`config.mk`:
```
export PLATFORM = sky130hd
export DESIGN_NAME = home_search_sequencer
export DESIGN_NICKNAME = d
export VERILOG_FILES = /design/src/home_search_pkg.sv /design/src/home_search_sequencer.sv
export SDC_FILE = /design/constraint.sdc
export NUM_CORES = 1
export LEC_CHECK = 0
export BUFFER_PORTS_ARGS = -buffer_cell sky130_fd_sc_hd__buf_2
export CAP_MARGIN = 5
export CORE_ASPECT_RATIO = 0.5
export CORE_MARGIN = 1.5
export CORE_UTILIZATION = 30
export DETAILED_ROUTE_END_ITERATION = 10
export PLACE_DENSITY = 0.55
export SLEW_MARGIN = 20
export SYNTH_ARGS = -nofsm -noshare
export SYNTH_HDL_FRONTEND = slang
export SYNTH_SLANG_ARGS = --single-unit
export TNS_END_PERCENT = 20
```
`constraint.sdc`:
```
create_clock -name pclk -period 4.5 [get_ports pclk]
set_input_delay 0.9 -clock pclk [delete_from_list [all_inputs] [get_ports pclk]]
set_output_delay 0.9 -clock pclk [all_outputs]
set_load 0.005 [all_outputs]
```
`src/home_search_pkg.sv`:
```
package home_search_pkg;

    // apb register offsets
    localparam int ADDR_W = 8;
    localparam logic [7:0] OFS_COMMAND = 8'h00;
    localparam logic [7:0] OFS_DATA_LOW = 8'h04;
    localparam logic [7:0] OFS_INPUT_CFG = 8'h08;
    localparam logic [7:0] OFS_MAIN_STATUS = 8'h0C;
    localparam logic [7:0] OFS_AXIS_ERROR = 8'h10;
    localparam logic [7:0] OFS_AXIS_STOP = 8'h14;
    localparam logic [7:0] OFS_MODE = 8'h18;
    localparam logic [7:0] OFS_SPEED = 8'h1C;

    // command codes, axis select bit included
    localparam logic [15:0] CMD_LOAD_MODE = 16'h0160;
    localparam logic [15:0] CMD_LOAD_SPEED = 16'h0161;
    localparam logic [15:0] CMD_START = 16'h0162;
    localparam logic [15:0] CMD_CLR_STATUS = 16'h0125;
    localparam logic [15:0] CMD_DEC_STOP = 16'h0126;
    localparam logic [15:0] CMD_INST_STOP = 16'h0127;

    // search mode word fields
    localparam int MODE_CLR_CNT = 8;
    localparam int MODE_Z_AND_HOME = 9;
    localparam int MODE_LIMIT_HOME = 10;
    localparam int MODE_DCC_EN = 11;
    localparam int MODE_DCC_LOW = 12;
    localparam int MODE_DCC_W_LSB = 13;
    localparam logic [15:0] MODE_RESET = 16'h0000;

    // input configuration level bits, 1 = active high
    localparam int CFG_NEAR_LVL = 2;
    localparam int CFG_HOME_LVL = 4;
    localparam int CFG_Z_LVL = 7;
    localparam logic [7:0] CFG_RESET = 8'h00;

    // status bit positions
    localparam int MS_DRIVE = 0;
    localparam int MS_ERROR = 4;
    localparam int MS_RUNNING = 8;
    localparam int ES_LIM_NEG = 2;
    localparam int ES_LIM_POS = 3;
    localparam int ES_Z_ACTIVE = 7;
    localparam int SS_LIM_NEG = 0;
    localparam int SS_LIM_POS = 1;

    // execution state codes
    localparam logic [4:0] EXEC_IDLE = 5'h00;
    localparam logic [4:0] EXEC_S1 = 5'h03;
    localparam logic [4:0] EXEC_S2_REV = 5'h08;
    localparam logic [4:0] EXEC_S2_ESC = 5'h0C;
    localparam logic [4:0] EXEC_S2 = 5'h0F;
    localparam logic [4:0] EXEC_S3 = 5'h14;
    localparam logic [4:0] EXEC_S4 = 5'h19;

    // clearing pulse timing
    localparam int CLK_MHZ = 100;
    localparam int DCC_UNIT_US = 10;
    localparam int DCC_UNIT_CYCLES = DCC_UNIT_US * CLK_MHZ;
    localparam int DCC_MULT [8] = '{1, 2, 10, 20, 100, 200, 1000, 2000};

    typedef enum logic [10:0] {
        ST_IDLE = 11'b000_0000_0001,
        ST_S1 = 11'b000_0000_0010,
        ST_S2_CHK = 11'b000_0000_0100,
        ST_S2_ESC = 11'b000_0000_1000,
        ST_S2 = 11'b000_0001_0000,
        ST_S2_REV = 11'b000_0010_0000,
        ST_S3_CHK = 11'b000_0100_0000,
        ST_S3 = 11'b000_1000_0000,
        ST_DCC = 11'b001_0000_0000,
        ST_S4 = 11'b010_0000_0000,
        ST_DONE = 11'b100_0000_0000
    } step_t;

endpackage

```
`src/home_search_sequencer.sv`:
```
// The implementer's own choices: the register addresses and the APB interface to the registers.
`timescale 1ns/1ps
`default_nettype none

// Overview of operation
// - held limit blocks motion, flags error unless step1 moves on or step2 reverses
// - no limit and no home means search never ends
// - near home active at start skips step1
// - step1 limit continues into the next enabled step
// - home active at step2: escape opposite
// - step2 limit reverses; opposite limit errors
// - z active at step3 start errors
// - step3 forward limit ends with error
// - step3 stops on z rising edge
// - level bits apply, enable bits ignored
// - levels from config bits 2,4,7
// - clearing pulse at z, coded width/level
// - clear counters after step4 if enabled
// - mode bits 0-7 step enables/directions
// - mode bits 8-11 special options
// - commands load mode, speed, start
// - running bit high during search
// - error bit and causes after abnormal end
// - z error bit cleared by start/25h
// - stop commands terminate the search
module home_search_sequencer
    import home_search_pkg::*;
#(
    parameter int unsigned dcc_unit_cycles = home_search_pkg::DCC_UNIT_CYCLES
)
(
    input wire logic pclk,
    input wire logic presetn,
    input wire logic ce,
    input wire logic psel,
    input wire logic penable,
    input wire logic pwrite,
    input wire logic [home_search_pkg::ADDR_W-1:0] paddr,
    input wire logic [31:0] pwdata,
    output logic [31:0] prdata,
    output logic pready,
    output logic pslverr,
    input wire logic near_home_input,
    input wire logic home_input,
    input wire logic z_phase_input,
    input wire logic limit_pos_input,
    input wire logic limit_neg_input,
    input wire logic offset_done,
    output logic drive_run,
    output logic drive_dir_neg,
    output logic drive_low_speed,
    output logic drive_offset,
    output logic [15:0] home_search_speed,
    output logic shared_clear_output_pin,
    output logic clear_counters
);
    import home_search_pkg::*;

    if (dcc_unit_cycles < 1 || dcc_unit_cycles > 2000000)
    begin : g_bad_unit
        $error("dcc_unit_cycles out of range");
    end

    typedef struct packed {
        logic [4:0] sync1;
        logic [4:0] sync2;
        logic z_prev;
        step_t st;
        logic [15:0] mode;
        logic [15:0] speed;
        logic [15:0] data;
        logic [7:0] incfg;
        logic [7:0] err2;
        logic [1:0] stop1;
        logic [31:0] dcc_cnt;
        logic dcc_act;
        logic clr_pulse;
        logic run;
        logic dir_neg;
        logic low_spd;
        logic offs;
        logic [31:0] prdata;
    } regs_t;

    regs_t r_q;
    regs_t r_d;

    ////////////////////////////////////////////////////////////////////////////
    // decoded inputs

    logic near_act, home_act, z_act, lim_pos, lim_neg, z_edge;
    logic wr_acc, cmd_wr, cmd_start, cmd_stop, cmd_clr, addr_ok;
    logic [4:0] exec_code;

    // only the second synchroniser stage is read
    assign near_act = r_q.sync2[0] == r_q.incfg[CFG_NEAR_LVL];
    assign z_act = r_q.sync2[2] == r_q.incfg[CFG_Z_LVL];
    assign lim_pos = r_q.sync2[3];
    assign lim_neg = r_q.sync2[4];
    // limit as home takes the limit lying in the step2 direction
    assign home_act = r_q.mode[MODE_LIMIT_HOME] ? (r_q.mode[3] ? lim_neg : lim_pos)
        : (r_q.sync2[1] == r_q.incfg[CFG_HOME_LVL]);
    assign z_edge = z_act && !r_q.z_prev;

    assign wr_acc = psel && penable && pwrite;
    assign cmd_wr = wr_acc && paddr == OFS_COMMAND;
    assign cmd_start = cmd_wr && pwdata[15:0] == CMD_START;
    assign cmd_stop = cmd_wr && (pwdata[15:0] == CMD_DEC_STOP
        || pwdata[15:0] == CMD_INST_STOP);
    assign cmd_clr = cmd_wr && (pwdata[15:0] == CMD_CLR_STATUS || pwdata[15:0] == CMD_START);
    assign addr_ok = paddr[1:0] == 2'b00 && paddr <= OFS_SPEED;

    always_comb
    begin
        unique case (r_q.st)
            ST_IDLE: exec_code = EXEC_IDLE;
            ST_S1: exec_code = EXEC_S1;
            ST_S2_REV: exec_code = EXEC_S2_REV;
            ST_S2_ESC: exec_code = EXEC_S2_ESC;
            ST_S2_CHK, ST_S2: exec_code = EXEC_S2;
            ST_S3_CHK, ST_S3, ST_DCC: exec_code = EXEC_S3;
            default: exec_code = EXEC_S4;
        endcase
    end

    ////////////////////////////////////////////////////////////////////////////
    // next state

    function automatic logic lim_dir(input logic neg, input logic lp, input logic ln);
        lim_dir = neg ? ln : lp;
    endfunction

    always_comb
    begin
        step_t after1, after2, after3;
        logic [7:0] eset;
        logic [1:0] sset;
        logic move;
        r_d = r_q;
        eset = 8'h00;
        sset = 2'b00;
        r_d.sync1 = {limit_neg_input, limit_pos_input, z_phase_input, home_input,
            near_home_input};
        r_d.sync2 = r_q.sync1;
        r_d.z_prev = z_act;
        r_d.clr_pulse = 1'b0;
        // enabled steps only, in order
        after3 = r_q.mode[6] ? ST_S4 : ST_DONE;
        after2 = r_q.mode[4] ? ST_S3_CHK : after3;
        after1 = r_q.mode[2] ? ST_S2_CHK : after2;

        unique case (r_q.st)
            ST_IDLE:
            begin
                if (cmd_start)
                begin
                    if (r_q.mode[0] && !near_act)
                        r_d.st = ST_S1;
                    else
                        r_d.st = r_q.mode[0] ? ST_S2_CHK : after1;
                end
            end
            ST_S1:
            begin
                if (lim_dir(r_q.mode[1], lim_pos, lim_neg))
                    r_d.st = after1;
                else if (near_act)
                    r_d.st = after1;
            end
            ST_S2_CHK:
                r_d.st = home_act ? ST_S2_ESC : ST_S2;
            ST_S2_REV:
            begin
                if (lim_dir(!r_q.mode[3], lim_pos, lim_neg))
                    r_d.st = ST_DONE;
                else if (home_act)
                    r_d.st = ST_S2_ESC;
            end
            ST_S2_ESC:
            begin
                if (lim_dir(!r_q.mode[3], lim_pos, lim_neg))
                    r_d.st = ST_DONE;
                else if (!home_act)
                    r_d.st = ST_S2;
            end
            ST_S2:
            begin
                if (home_act)
                    r_d.st = after2;
                else if (lim_dir(r_q.mode[3], lim_pos, lim_neg))
                    r_d.st = ST_S2_REV;
            end
            ST_S3_CHK:
            begin
                if (z_act)
                begin
                    r_d.st = ST_IDLE;
                    eset[ES_Z_ACTIVE] = 1'b1;
                end
                else
                    r_d.st = ST_S3;
            end
            ST_S3:
            begin
                if (lim_dir(r_q.mode[5], lim_pos, lim_neg))
                    r_d.st = ST_DONE;
                else if (z_edge && (!r_q.mode[MODE_Z_AND_HOME] || home_act))
                begin
                    if (r_q.mode[MODE_DCC_EN])
                    begin
                        r_d.st = ST_DCC;
                        r_d.dcc_act = 1'b1;
                        r_d.dcc_cnt = 32'(dcc_unit_cycles
                            * DCC_MULT[r_q.mode[MODE_DCC_W_LSB +: 3]]);
                    end
                    else
                        r_d.st = after3;
                end
            end
            ST_DCC:
            begin
                // axis stands still while the pulse is out
                if (r_q.dcc_cnt <= 32'h0000_0001)
                begin
                    r_d.dcc_act = 1'b0;
                    r_d.st = after3;
                end
                r_d.dcc_cnt = r_q.dcc_cnt - 32'h0000_0001;
            end
            ST_S4:
            begin
                if (lim_dir(r_q.mode[7], lim_pos, lim_neg))
                    r_d.st = ST_DONE;
                else if (offset_done)
                    r_d.st = ST_DONE;
            end
            ST_DONE:
            begin
                r_d.st = ST_IDLE;
                // counters cleared only after a clean finish
                r_d.clr_pulse = r_q.mode[MODE_CLR_CNT] && !lim_pos && !lim_neg;
            end
            default: r_d.st = ST_IDLE;
        endcase

        // a limit reached on the way out is reported at termination
        if (r_d.st == ST_DONE && (r_q.st == ST_S2_ESC || r_q.st == ST_S2_REV))
        begin
            r_d.st = ST_IDLE;
        end
        if (r_q.st != ST_IDLE && r_q.st != ST_DONE && r_q.st != ST_S1 && r_q.st != ST_S2
            && r_q.st != ST_S2_CHK && r_q.st != ST_DCC && r_q.st != ST_S3_CHK
            && (r_d.st == ST_DONE || r_d.st == ST_IDLE) && (lim_pos || lim_neg))
        begin
            eset[ES_LIM_POS] = lim_pos;
            eset[ES_LIM_NEG] = lim_neg;
            sset = {lim_pos, lim_neg};
            r_d.st = ST_IDLE;
        end

        if (cmd_stop && r_q.st != ST_IDLE)
        begin
            r_d.st = ST_IDLE;
            r_d.dcc_act = 1'b0;
            r_d.clr_pulse = 1'b0;
            eset = 8'h00;
            sset = 2'b00;
        end

        // set wins over clear
        r_d.err2 = (r_q.err2 & {8{!cmd_clr}}) | eset;
        r_d.stop1 = (r_q.stop1 & {2{!cmd_clr}}) | sset;

        // drive outputs; a held limit never lets the axis move into it
        unique case (r_d.st)
            ST_S1: r_d.dir_neg = r_q.mode[1];
            ST_S2, ST_S2_CHK: r_d.dir_neg = r_q.mode[3];
            ST_S2_ESC, ST_S2_REV: r_d.dir_neg = !r_q.mode[3];
            ST_S3, ST_S3_CHK, ST_DCC: r_d.dir_neg = r_q.mode[5];
            ST_S4: r_d.dir_neg = r_q.mode[7];
            default: r_d.dir_neg = r_q.dir_neg;
        endcase
        move = r_d.st == ST_S1 || r_d.st == ST_S2 || r_d.st == ST_S2_ESC
            || r_d.st == ST_S2_REV || r_d.st == ST_S3 || r_d.st == ST_S4;
        r_d.run = move && !lim_dir(r_d.dir_neg, lim_pos, lim_neg);
        r_d.low_spd = r_d.st != ST_S1 && r_d.st != ST_S4;
        r_d.offs = r_d.st == ST_S4;

        // register writes
        if (wr_acc)
        begin
            if (paddr == OFS_DATA_LOW)
                r_d.data = pwdata[15:0];
            if (paddr == OFS_INPUT_CFG)
                r_d.incfg = pwdata[7:0];
        end
        if (cmd_wr && pwdata[15:0] == CMD_LOAD_MODE)
            r_d.mode = r_q.data;
        if (cmd_wr && pwdata[15:0] == CMD_LOAD_SPEED)
            r_d.speed = r_q.data;

        // read data captured in the setup phase
        if (psel && !penable)
        begin
            unique case (paddr)
                OFS_DATA_LOW: r_d.prdata = {16'h0000, r_q.data};
                OFS_INPUT_CFG: r_d.prdata = {24'h00_0000, r_q.incfg};
                OFS_MAIN_STATUS: r_d.prdata = {23'h00_0000, r_q.st != ST_IDLE, 3'b000,
                    |r_q.err2 || |r_q.stop1, 3'b000, r_q.run};
                OFS_AXIS_ERROR: r_d.prdata = {19'h0_0000, exec_code, r_q.err2};
                OFS_AXIS_STOP: r_d.prdata = {16'h0000, 2'b00, r_q.stop1, 12'h000};
                OFS_MODE: r_d.prdata = {16'h0000, r_q.mode};
                OFS_SPEED: r_d.prdata = {16'h0000, r_q.speed};
                default: r_d.prdata = 32'h0000_0000;
            endcase
        end
    end

    always_ff @(posedge pclk or negedge presetn)
    begin
        if (!presetn)
        begin
            r_q <= '{sync1: 5'h00, sync2: 5'h00, z_prev: 1'b0, st: ST_IDLE,
                mode: MODE_RESET, speed: 16'h0000, data: 16'h0000, incfg: CFG_RESET,
                err2: 8'h00, stop1: 2'b00, dcc_cnt: 32'h0000_0000, dcc_act: 1'b0,
                clr_pulse: 1'b0, run: 1'b0, dir_neg: 1'b0, low_spd: 1'b0, offs: 1'b0,
                prdata: 32'h0000_0000};
        end
        else if (ce)
        begin
            r_q <= r_d;
        end
    end

    ////////////////////////////////////////////////////////////////////////////
    // outputs

    assign prdata = r_q.prdata;
    assign pready = 1'b1;
    assign pslverr = psel && penable && !addr_ok;
    assign drive_run = r_q.run;
    assign drive_dir_neg = r_q.dir_neg;
    assign drive_low_speed = r_q.low_spd;
    assign drive_offset = r_q.offs;
    assign home_search_speed = r_q.speed;
    assign shared_clear_output_pin = r_q.dcc_act ^ r_q.mode[MODE_DCC_LOW];
    assign clear_counters = r_q.clr_pulse;
endmodule

`default_nettype wire

```
==> results.py <==
metrics = {
    "floorplanning": {
        "initial_core_util_pct": 30.7,
        "die_y_um": 131,
        "ioPinCount": 108,
        "fp.coreArea_um2": 31900,
        "fp.dieArea_um2": 33800,
        "die_w_um": 258,
        "row_count": 46,
    },
    "clock_tree": {
        "cts.sinks": 142,
        "root_buffer": "clkbuf_16",
        "cts_buffers": 17,
        "clk_path_buf_depth": 2,
        "cts_tree": "yes",
        "cts-htree-levels": 4,
        "clk_pin_slew_ps": 70,
        "insertion_delay_ps": 440,
    },
    "grt": {
        "met1_usage_pct": 22.0,
        "grtUsageMet2_pct": 28.9,
        "antenna_found_initial": 0,
        "grt_pass1_wl_um": 44700,
        "grt_max_degree": 98,
        "grt_pass1_vias": 8205,
        "grt.total_usage_pct": 16.8,
        "grt-ovfl-total": 0,
        "busiest_layer": "met2",
        "met3_usage_pct": 2.68,
    },
    "worst_setup_path": {
        "startpoint": "r_q[134]$_DFFE_PN0P_",
        "cp_slowest_cell": "fa_2",
        "max_stage_delay_ps": 520,
        "critPathKind": "flip-flop to flip-flop",
        "crit_chain": "inv_2 > ha_4 > mux2_4 > fa_1 > inv_1 > fa_1 > inv_1 > fa_2 > ha_1 > a21o_1 > ha_4 > a21boi_2 > o21bai_1 > a21oi_1 > nor2b_1 > o21ai_1 > nand2_1 > mux2_2 > a22oi_2 > o21ai_1 > a22o_1",
        "worstPathMaxFanout": 4,
        "r2r_start": "r_q[134]$_DFFE_PN0P_",
        "critPathRequiredTime_ps": 4820,
        "worst_setup_path_end_kind": "flip-flop",
        "critical_path_arrival_ps": 5040,
        "startpoint_type": "flip-flop",
    },
    "sta": {
        "setup_violations": 3,
        "hold_violations": 0,
        "report.final.slew_viol_count": 0,
        "fin_ws_ps": -217,
        "finalCriticalPeriod_ps": 4720,
        "slew_headroom_pct": 39.4,
        "grt_setup_unrepaired": "true",
        "worstMarginPinSlew_ps": 909,
        "clock.fmax_ghz": 0.212,
        "period_share_pct": 105,
        "skew_ps": 11.5,
    },
    "power_and_ir_drop": {
        "peakVddDrop_uv": 214,
        "powerDensity_nw_per_um2": 275,
        "p_total_mw": 3.12,
        "power_leakage_nw": 5.35,
    },
    "hold_path": {
        "hp-class": "flip-flop to flip-flop",
        "hold_start": "prdata[9]$_DFFE_PN0P_",
    },
    "final_layout": {
        "nets": 1228,
        "syn2layout_area_growth_pct": 16.1,
        "diodes": 0,
        "fin_area_um2": 11400,
        "drive_gt1_share_pct": 24.6,
    },
    "yosys": {
        "avgSynthCellArea_um2": 9.40,
        "synth_cells": 1042,
        "synth_edf_count": 0,
        "synth_seq_area_share_pct": 36.3,
        "yosysUniqueCellTypes": 82,
        "ys_ff_latch": 142,
        "syn_area_um2": 9790,
        "ys_warn_count": 0,
        "ys.flop_type": "dfrtp_1",
        "async_flop_share_pct": 100,
    },
    "place": {
        "hpwlAfterDp_um": 21100,
        "place_congestion": 0.935,
        "post-place-ws_ps": -362,
        "place_area_um2": 10700,
        "io_buffers": 74,
    },
    "routing": {
        "wl_per_cell_um": 18.1,
        "dr.pass1.iters": 5,
        "num_vias": 8135,
        "route.detailed.drc": 0,
        "totalWireLength_um": 28100,
        "vias_per_cell": 5.23,
        "drt_iter0_drc": 557,
        "ant_nets": 0,
    },
    "job": {
        "max-cap-violations": 0,
    },
    "status": {
        "violations": "setup timing",
        "outcome": "finished, violations left",
    },
}
registers in the layout (all words and copies together) (netlist names):
name,flops
lim_neg,1
drive_run,1
drive_low_speed,1
r_q,98
r_d,5
prdata,16
lim_pos,1
drive_dir_neg,1
home_search_speed,16
clear_counters,1
drive_offset,1
worst max-delay path: cells and delay by family (launching register included):
family                   cells  cell delay [ps]
flip-flops                   1              430
AO/OA/AOI/OAI                8             1100
adder cells (fa/ha/maj)      6             2150
buffers and inverters        3              190
AND/OR/NAND/NOR              2              140
multiplexers                 2              570
placed cells by master, fill, tap and decap left out, types with 8 or more instances in the layout:
master       n
a21oi_1     37
a31oi_1      8
nand2b_1     9
buf_2       73
xor2_1      11
inv_1       48
nor4_1      12
or3_1        9
nor3_1      33
and2_1      13
a22o_1      12
nand2_1     95
mux2_2      67
o21ai_0     84
conb_1      17
dfrtp_1    140
nor2_1      61
fa_1        22
mux2i_1     18
buf_4       60
o31ai_1      9
clkbuf_16   17
nor4b_1      9
nand3_1     17
ha_1        39
and3_1       9
nor2b_1     11
a221oi_1    11
power breakdown:
part	leakage (nW)	internal, mW	switching, mW	total, mW
clock	0.287	0.793	0.656	1.45
sequential	1.90	1.32	0.0503	1.37
combinational	3.16	0.116	0.192	0.307
cell type report:
class / count / area, µm²
Clock buffer: 17 / 425
Sequential cell: 142 / 3560
Inverter: 52 / 195
Multi-Input combinational cell: 760 / 5610
Tap cell: 432 / 541
Fill cell: 3240 / 20500
Clock inverter: 15 / 165
Timing Repair Buffer: 136 / 867
through the flow:
stage	hold WS (ps)	setup TNS (ps)	cells	util, %
2_1_floorplan	440	-168	1057	-
3_3_place_gp	460	-698	1521	33.6
3_5_place_dp	460	-1040	1521	33.6
4_1_cts	476	-801	1554	35.5
5_1_grt	484	-1400	1554	35.6
6_report	472	-441	1554	35.6
synth_stat cells, drive strengths merged (3+ instances only):
cell type	instances	area (µm²)
a211oi	7	57.6
a21boi	6	45.1
a21o	4	30.0
a21oi	38	190
a221oi	11	96.3
a22o	13	115
a22oi	8	60.1
a31oi	8	50.1
a41oi	3	26.3
and2	14	88.8
and3	9	56.3
buf	60	424
clkbuf	43	161
dfrtp	141	3530
fa	24	480
ha	43	538
inv	51	191
mux2	68	766
mux2i	18	180
nand2	95	357
nand2b	9	56.3
nand3	17	85.1
nand3b	6	45.0
nand4	6	37.5
nor2	61	229
nor2b	11	68.8
nor3	35	175
nor3b	6	50.1
nor4	14	109
nor4b	9	78.8
nor4bb	4	40.0
o21a	6	45.0
o21ai	87	435
o22ai	5	31.3
o2bb2ai	4	35.0
o31ai	9	67.6
o32ai	3	26.3
o41ai	3	26.3
or2	6	37.5
or3	10	63.8
or4	11	95.1
xnor2	6	52.6
xor2	12	105
timing repair:
| item | 4_1_cts | 5_1_grt |
|---|---|---|
| gates resized for setup | 7 | 6 |
| setup endpoints to repair | 4 | 7 |
| pin swaps | 2 | 2 |
| hold buffers | 0 | 0 |
| buffers inserted | 1 | 0 |
routing by layer:
metal	wire (µm)	vias up
met5	0	-
li1	-	3843
met2	13700	180
met3	1160	31
met4	478	0
met1	12700	4081
logic make-up (layout without fill, tap and decap cells):
| logic type | after synthesis | in the layout | synth area share [%] |
|---|---|---|---|
| other cells | 2 | 17 | 0.0767 |
| simple gates | 332 | 332 | 18.0 |
| fa+ha+maj | 67 | 67 | 10.4 |
| mux | 86 | 86 | 9.66 |
| flops | 142 | 142 | 36.3 |
| buf+inv | 155 | 220 | 7.97 |
| xor+xnor | 18 | 18 | 1.61 |
| compound gates | 240 | 240 | 16.0 |
worst paths after layout:
path	slack [ps]	cells after the start	end
setup reg to reg	-220	21	r_q[59]$_DFFE_PN0P_
hold / removal	470	1	prdata[9]$_DFFE_PN0P_
hold reg to reg	470	1	prdata[9]$_DFFE_PN0P_
max in group asynchronous	3190	2	r_q[136]$_DFFE_PN1P_
setup / recovery	-220	21	r_q[59]$_DFFE_PN0P_
min in group asynchronous	520	1	r_d[151]$_DFFE_PN0P_
Note: power is estimated with default switching activity, not from simulation.
